## config.mk

```make
export PLATFORM = sky130hd
export DESIGN_NAME = lps_ctl_flat
export DESIGN_NICKNAME = d
export VERILOG_FILES = /design/src/hw/lps_pkg.sv /design/src/hw/lps_if.sv /design/src/hw/lps_fifo.sv /design/src/hw/lps_ctl.sv /design/src/flat_wrapper.sv
export SDC_FILE = /design/constraint.sdc
export NUM_CORES = 1
export LEC_CHECK = 0
export BUFFER_PORTS_ARGS = -buffer_cell sky130_fd_sc_hd__buf_2
export CORE_AREA = 3 3 114 116
export CTS_BUF_LIST = sky130_fd_sc_hd__clkbuf_16
export DETAILED_ROUTE_END_ITERATION = 10
export DIE_AREA = 0 0 117 119
export GPL_TIMING_DRIVEN = 1
export PLACE_DENSITY = 0.84
export SETUP_SLACK_MARGIN = 0.1
export SLEW_MARGIN = 20
export SYNTH_ARGS = -nofsm -noshare
export SYNTH_HDL_FRONTEND = slang
export SYNTH_SLANG_ARGS = --single-unit
```

## constraint.sdc

```tcl
create_clock -name clk -period 3.25 [get_ports clk]
set_input_delay 0.4875 -clock clk [delete_from_list [all_inputs] [get_ports clk]]
set_output_delay 0.4875 -clock clk [all_outputs]
set_load 0.05 [all_outputs]
```

## src/hw/lps_pkg.sv

```systemverilog
// constants and types shared by both ends of the linear photodiode scan link
// assumes a single 40 MHz system clock on both ends
package lps_pkg;

  // ----------------------------------------------------------------
  // array geometry and scan sequence
  // ----------------------------------------------------------------
  localparam int PIX_W         = 8;
  localparam int NUM_VAL       = 132;
  localparam int NUM_CLK       = 133;
  localparam int RST_END_PULSE = 18;
  localparam int CNT_W         = 8;

  // ----------------------------------------------------------------
  // timing
  // ----------------------------------------------------------------
  localparam int CLK_HZ        = 40_000_000;
  localparam int CLK_MHZ       = CLK_HZ / 1_000_000;
  localparam int SCK_HZ        = 500_000;
  localparam int SCK_MIN_HZ    = 64_000;
  localparam int SCK_MAX_HZ    = 1_024_000;
  localparam int SCK_HALF_CYC  = CLK_HZ / (2 * SCK_HZ);
  localparam int GAP_NS        = 10_000;
  localparam int GAP_CYC       = (GAP_NS * CLK_MHZ + 999) / 1000;
  localparam int INT_MIN_NS    = 125_000;
  localparam int INT_MIN_CYC   = (INT_MIN_NS * CLK_MHZ + 999) / 1000;
  localparam int INT_MAX_NS    = 100_000_000;
  localparam int DIV_W         = 8;
  localparam int TMR_W         = 24;

  // ----------------------------------------------------------------
  // buffering
  // ----------------------------------------------------------------
  localparam int FIFO_DEPTH    = 8;
  localparam int FIFO_W        = PIX_W + 1;

  typedef logic [CNT_W-1:0] lps_cnt_t;
  typedef logic [PIX_W-1:0] lps_pix_t;

  typedef enum logic [2:0] {
    LPS_IDLE,
    LPS_ARM,
    LPS_START,
    LPS_RUN,
    LPS_GAP
  } lps_state_e;

endpackage

```

## src/hw/lps_if.sv

```systemverilog
// link between scan controller and photodiode array readout
// assumes both ends sit on the same clk; no clocking block here
`timescale 1ns/1ps
`default_nettype none
interface lps_if;
  import lps_pkg::*;
  logic     scan_start;
  logic     sensor_clk;
  lps_pix_t pix_val;
  logic     pix_oe;

  modport dev (
    input  scan_start,
    input  sensor_clk,
    output pix_val,
    output pix_oe
  );
  modport ctl (
    output scan_start,
    output sensor_clk,
    input  pix_val,
    input  pix_oe
  );
endinterface
`default_nettype wire

```

## src/hw/lps_fifo.sv

```systemverilog
// small synchronous fifo with valid/ready on both sides
// assumes one clock; depth is a power of two
`timescale 1ns/1ps
`default_nettype none
module lps_fifo #(
  parameter int W = 9,
  parameter int D = 8
) (
  input  wire logic         clk,
  input  wire logic         rst_n,
  input  wire logic         in_valid,
  output logic              in_ready,
  input  wire logic [W-1:0] in_data,
  output logic              out_valid,
  input  wire logic         out_ready,
  output logic [W-1:0]      out_data
);
  localparam int AW = $clog2(D);

  logic [W-1:0]  mem [D];
  logic [AW-1:0] wr_ptr_r;
  logic [AW-1:0] rd_ptr_r;
  logic [AW:0]   count_r;
  logic          push;
  logic          pop;

  assign in_ready  = (count_r != (AW+1)'(D));
  assign out_valid = (count_r != '0);
  assign out_data  = mem[rd_ptr_r];
  assign push      = in_valid && in_ready;
  assign pop       = out_valid && out_ready;

  always_ff @(posedge clk) begin
    if (push) begin
      mem[wr_ptr_r] <= in_data;
    end
  end

  always_ff @(posedge clk or negedge rst_n) begin
    if (!rst_n) begin
      wr_ptr_r <= '0;
      rd_ptr_r <= '0;
      count_r  <= '0;
    end else begin
      if (push) begin
        wr_ptr_r <= wr_ptr_r + 1'b1;
      end
      if (pop) begin
        rd_ptr_r <= rd_ptr_r + 1'b1;
      end
      if (push && !pop) begin
        count_r <= count_r + 1'b1;
      end else if (pop && !push) begin
        count_r <= count_r - 1'b1;
      end
    end
  end
endmodule
`default_nettype wire

```

## src/hw/lps_ctl.sv

```systemverilog
// scan controller: makes the sensor clock, issues starts, collects pixels into a fifo
// assumes the array end runs on the same clk; pixel pins are read without synchroniser
`timescale 1ns/1ps
`default_nettype none
module lps_ctl
  import lps_pkg::*;
#(
  parameter int INT_MIN = INT_MIN_CYC
) (
  input  wire logic     clk,
  input  wire logic     rst_n,
  lps_if.ctl            lnk,
  input  wire logic     scan_req,
  output logic          busy,
  output logic          ready_init,
  output logic          out_valid,
  input  wire logic     out_ready,
  output lps_pix_t      out_pix,
  output logic          out_last
);

  // ----------------------------------------------------------------
  // sensor clock divider
  // ----------------------------------------------------------------
  logic [DIV_W-1:0] div_r;
  logic             sck_r;
  logic             tick;
  logic             do_rise;
  logic             do_fall;
  logic             samp_now;
  logic             stall;
  logic             fifo_rdy;

  assign tick    = (div_r == DIV_W'(SCK_HALF_CYC - 1));
  // a full fifo holds the clock high; this can slow the clock below its 64 kHz floor
  assign stall   = samp_now && !fifo_rdy;
  assign do_rise = tick && !sck_r;
  assign do_fall = tick && sck_r && !stall;

  always_ff @(posedge clk or negedge rst_n) begin
    if (!rst_n) begin
      div_r <= '0;
      sck_r <= 1'b0;
    end else if (tick && !(sck_r && stall)) begin
      div_r <= '0;
      sck_r <= !sck_r;
    end else if (!tick) begin
      div_r <= div_r + 1'b1;
    end
  end

  assign lnk.sensor_clk = sck_r;

  // ----------------------------------------------------------------
  // scan state machine
  // ----------------------------------------------------------------
  lps_state_e       st_r;
  lps_cnt_t         pcnt_r;
  logic             si_r;
  logic             init_r;
  logic             pend_r;
  logic [TMR_W-1:0] gap_r;
  logic [TMR_W-1:0] int_r;
  logic             may_start;

  assign may_start = (gap_r >= TMR_W'(GAP_CYC)) && (int_r >= TMR_W'(INT_MIN));
  assign samp_now  = init_r && (st_r == LPS_START || st_r == LPS_RUN)
                     && pcnt_r != '0 && pcnt_r <= CNT_W'(NUM_VAL);

  always_ff @(posedge clk or negedge rst_n) begin
    if (!rst_n) begin
      st_r   <= LPS_IDLE;
      si_r   <= 1'b0;
      pcnt_r <= '0;
    end else begin
      unique case (st_r)
        LPS_IDLE: begin
          if (pend_r && may_start) begin
            st_r <= LPS_ARM;
          end
        end
        LPS_ARM: begin
          if (do_fall) begin
            si_r   <= 1'b1;
            pcnt_r <= '0;
            st_r   <= LPS_START;
          end
        end
        LPS_START: begin
          if (do_rise) begin
            pcnt_r <= CNT_W'(1);
          end else if (do_fall) begin
            si_r <= 1'b0;
            st_r <= LPS_RUN;
          end
        end
        LPS_RUN: begin
          if (do_rise) begin
            pcnt_r <= pcnt_r + 1'b1;
          end else if (do_fall && pcnt_r == CNT_W'(NUM_CLK)) begin
            st_r <= LPS_GAP;
          end
        end
        LPS_GAP: begin
          st_r <= LPS_IDLE;
        end
      endcase
    end
  end

  assign lnk.scan_start = si_r;

  // gap timer runs from the fall of pulse 133, integration timer from the fall of pulse 18
  always_ff @(posedge clk or negedge rst_n) begin
    if (!rst_n) begin
      gap_r <= {TMR_W{1'b1}};
      int_r <= {TMR_W{1'b1}};
    end else begin
      if (st_r == LPS_GAP) begin
        gap_r <= '0;
      end else if (gap_r != {TMR_W{1'b1}}) begin
        gap_r <= gap_r + 1'b1;
      end
      if (do_fall && st_r == LPS_RUN && pcnt_r == CNT_W'(RST_END_PULSE)) begin
        int_r <= '0;
      end else if (int_r != {TMR_W{1'b1}}) begin
        int_r <= int_r + 1'b1;
      end
    end
  end

  // the init scan leaves the request pending, so the real scan follows by itself
  always_ff @(posedge clk or negedge rst_n) begin
    if (!rst_n) begin
      pend_r <= 1'b0;
    end else if (scan_req) begin
      pend_r <= 1'b1;
    end else if (st_r == LPS_ARM && do_fall && init_r) begin
      pend_r <= 1'b0;
    end
  end

  always_ff @(posedge clk or negedge rst_n) begin
    if (!rst_n) begin
      init_r <= 1'b0;
    end else if (st_r == LPS_GAP) begin
      init_r <= 1'b1;
    end
  end

  always_ff @(posedge clk or negedge rst_n) begin
    if (!rst_n) begin
      busy       <= 1'b0;
      ready_init <= 1'b0;
    end else begin
      busy       <= (st_r != LPS_IDLE) || pend_r;
      ready_init <= init_r;
    end
  end

  // ----------------------------------------------------------------
  // pixel capture into the fifo at each falling edge
  // ----------------------------------------------------------------
  logic [FIFO_W-1:0] fifo_in;
  logic [FIFO_W-1:0] fifo_out;
  logic              push;

  assign push    = samp_now && tick && sck_r && lnk.pix_oe;
  assign fifo_in = {pcnt_r == CNT_W'(NUM_VAL), lnk.pix_val};

  lps_fifo #(
    .W (FIFO_W),
    .D (FIFO_DEPTH)
  ) u_fifo (
    .clk       (clk),
    .rst_n     (rst_n),
    .in_valid  (push),
    .in_ready  (fifo_rdy),
    .in_data   (fifo_in),
    .out_valid (out_valid),
    .out_ready (out_ready),
    .out_data  (fifo_out)
  );

  assign out_pix  = fifo_out[PIX_W-1:0];
  assign out_last = fifo_out[PIX_W];

endmodule
`default_nettype wire

```

## src/flat_wrapper.sv

```systemverilog
// flat-port wrapper written by rule: the top's interface ports become plain ports
module lps_ctl_flat import lps_pkg::*;
#(
  parameter int INT_MIN = INT_MIN_CYC
)
  (clk, rst_n, scan_req, busy, ready_init, out_valid, out_ready, out_pix, out_last, lnk_scan_start, lnk_sensor_clk, lnk_pix_val, lnk_pix_oe);
  lps_if lnk_i ();
  input  wire logic clk;
  input  wire logic rst_n;
  input  wire logic scan_req;
  output logic busy;
  output logic ready_init;
  output logic out_valid;
  input  wire logic out_ready;
  output lps_pix_t out_pix;
  output logic out_last;
  output wire logic [$bits(lnk_i.scan_start)-1:0] lnk_scan_start;
  output wire logic [$bits(lnk_i.sensor_clk)-1:0] lnk_sensor_clk;
  input wire logic [$bits(lnk_i.pix_val)-1:0] lnk_pix_val;
  input wire logic [$bits(lnk_i.pix_oe)-1:0] lnk_pix_oe;
  assign lnk_scan_start = lnk_i.scan_start;
  assign lnk_sensor_clk = lnk_i.sensor_clk;
  assign lnk_i.pix_val = lnk_pix_val;
  assign lnk_i.pix_oe = lnk_pix_oe;
  lps_ctl #(.INT_MIN(INT_MIN)) u_core (.clk(clk), .rst_n(rst_n), .lnk(lnk_i), .scan_req(scan_req), .busy(busy), .ready_init(ready_init), .out_valid(out_valid), .out_ready(out_ready), .out_pix(out_pix), .out_last(out_last));
endmodule
```

==> impl_metrics.json <==
{
  "clkSinkCount": 155,
  "insertion_delay_ps": 430,
  "rsz0062_at_grt": "no",
  "busiest_layer": "met2",
  "finalSetupTns_ps": 0,
  "synth-main-ff-cell": "edfxtp_1",
  "routed_via_density": 6.27,
  "synth-compound-area-share_pct": 7.75,
  "cts_root_buffer": "clkbuf_16",
  "start_kind": "flop",
  "drcViolationCount": 0,
  "use_met3_pct": 4.47,
  "crit_fanout": 9,
  "layout_commonest_cell": "edfxtp_1",
  "period_share_pct": 93.2,
  "fin_nets": 680,
  "rows": 40,
  "drt_pass1_iterations": 5,
  "setup_viol": 0,
  "die_h_um": 119,
  "drive_gt1_share_pct": 25.7,
  "worstPathRequired_ps": 3560,
  "met1_usage_pct": 29.1,
  "place_inst": 776,
  "synth_edf_count": 72,
  "syn-instance-count": 607,
  "grt_pass1_wl_um": 24800,
  "initial_core_util_pct": 61.6,
  "numCtsBuffers": 17,
  "postRouteAntennaNets": 0,
  "fin_util_pct": 69.8,
  "clockBufferDepth": 2,
  "ir_drop_uv": 289,
  "coreArea_sq_um": 12000,
  "drv_slew": 0,
  "async_flop_share_pct": 53.5,
  "syn_nets": 635,
  "diodes": 0,
  "muxShareOfSynthArea_pct": 8.00,
  "grt-ovfl-total": 0,
  "syn_avg_cell_area_sq_um": 12.2,
  "use_met2_pct": 38.0,
  "drtIter0Drc": 473,
  "yosysUniqueCellTypes": 55,
  "yosys.area_share.simple_pct": 17.1,
  "ctsHoldBuffers": 0,
  "tightest_slew_ps": 854,
  "synthAdderAreaFrac_pct": 2.64,
  "clock.fmax_mhz": 330,
  "layout_common_cells": "edfxtp_1 (72), nor2_1 (51), dfstp_2 (48)",
  "gp_congestion": 0.876,
  "detail_route.wl_per_cell_um": 18.6,
  "skew_ps": 7.82,
  "antenna_found_initial": 0,
  "synthXorXnorAreaFrac_pct": 4.26,
  "port_buffers": 26,
  "synth_top_family_by_area": "simple AND/OR/NAND/NOR gates",
  "yosysSeqAreaShare_pct": 58.1,
  "grt_pass1_vias": 5057,
  "hpwl_um": 9830,
  "ys_ff_latch": 155,
  "clk_pin_slew_worst_paths_ps": 60,
  "slew_headroom_pct": 42.7,
  "cts_tree": "built",
  "grt_usage_pct": 22.8,
  "path_class": "flop to flop",
  "cp.arrival_ps": 3340,
  "status": "finished clean",
  "wirelength_um": 15100,
  "drv_cap": 0,
  "period_minus_slack_ps": 3030,
  "hold_viol": 0,
  "vias": 5090,
  "stdcell_count": 812,
  "leakage_nw": 3.09,
  "p_per_area_nw_per_um2": 474,
  "grt_max_degree": 84,
  "crit_path_end_kind": "flop",
  "die_x_um": 117,
  "ios": 27,
  "min_path_type": "input pin to async pin",
  "cts-htree-levels": 4,
  "dieArea_sq_um": 13900,
  "r2r_slack_ps": 220,
  "yosys_warnings": 0,
  "syn_to_final_growth_pct": 13.4,
  "syn-cell-area_sq_um": 7400
}
final cells by class:
cell class / instances / area (sq um)
Sequential cell: 155 / 4300
Clock buffer: 17 / 425
Multi-Input combinational cell: 415 / 2960
Fill cell: 798 / 3620
Clock inverter: 15 / 135
Timing Repair Buffer: 50 / 329
Inverter: 13 / 48.8
Tap cell: 147 / 184
synthesized netlist by cell type (7+ instances only):
master	n	share of area, %
nor4_1	11	0.93
mux4_2	18	5.5
mux2_2	13	2.0
o31ai_1	8	0.81
inv_1	13	0.66
and3_1	9	0.76
or3_1	17	1.4
nand3_1	29	2.0
ha_1	14	2.4
o21ai_0	35	2.4
nand2b_1	8	0.68
xor2_1	11	1.3
dfrtp_1	35	12
nor2_1	51	2.6
nor3_1	18	1.2
and4_1	7	0.83
nand4_1	15	1.3
clkbuf_1	18	0.91
nand2_1	44	2.2
xnor2_1	25	3.0
a21oi_1	21	1.4
edfxtp_1	72	29
dfstp_2	48	17
worst max-delay path, stage by stage, from the launching register on:
cell and delay [ps]:
dfrtp_1 470, or4_4 600, o21ai_4 250, nor4b_4 260
ha_1 240, inv_2 70, ha_1 270, a21o_1 170
a21oi_1 170, xnor2_1 140, nor2_1 80, xor2_1 170
layer usage:
metal	share of wire [%]	vias to the layer above
met3	3.8	28
met2	52	142
met1	42	2560
met5	0	-
li1	-	2360
met4	2.2	0
power breakdown:
group / switching (mW) / internal [mW]
registers: 0 / 2.06
clock network: 0.824 / 1.06
logic: 0.0308 / 0.00637
through the flow:
step	hold slack, ps	total power, mW	worst slack [ps]	cell area (sq um)
finish	127	3.98	221	8390
global route	165	4.09	98.2	8390
CTS	269	4.01	181	8330
detailed placement	471	2.13	267	7770
global placement	467	2.13	372	7770
floorplan	192	2.09	257	7400
worst paths after layout:
kind / cells after the start / start / endpoint
max in group asynchronous: 1 / rst_n / u_core.pcnt_r[0]
min in group clk: 2 / scan_req / u_core.pend_r
min: 1 / rst_n / u_core.lnk.scan_start
max reg2reg: 11 / u_core.pcnt_r[4] / u_core.u_fifo.count_r[3]
min reg2reg: 1 / u_core.div_r[7] / u_core.div_r[7]
max: 11 / u_core.pcnt_r[4] / u_core.u_fifo.count_r[3]
flip-flops by register name, indices dropped and copies added (netlist names):
name / count
u_core.u_fifo.wr_ptr_r: 3
u_core.st_r: 3
u_core.pend_r: 1
u_core.u_fifo.rd_ptr_r: 3
u_core.init_r: 1
u_core.pcnt_r: 8
u_core.int_r: 24
u_core.lnk.sensor_clk: 1
u_core.gap_r: 24
u_core.u_fifo.count_r: 4
u_core.busy: 1
u_core.u_fifo.mem: 72
u_core.lnk.scan_start: 1
u_core.ready_init: 1
u_core.div_r: 8
cells by family after synthesis:
kind of cell	after synthesis
adder cells (fa/ha/maj)	15
multiplexers	35
buffers and inverters	37
AO/OA/AOI/OAI	92
XOR/XNOR	36
flip-flops	155
AND/OR/NAND/NOR	237
timing repair:
item	4_1_cts	5_1_grt
hold endpoints to repair	0	0
resized for setup	0	5
buffers inserted	0	4
setup endpoints to repair	0	1
Power figures use the tool's default switching activity.
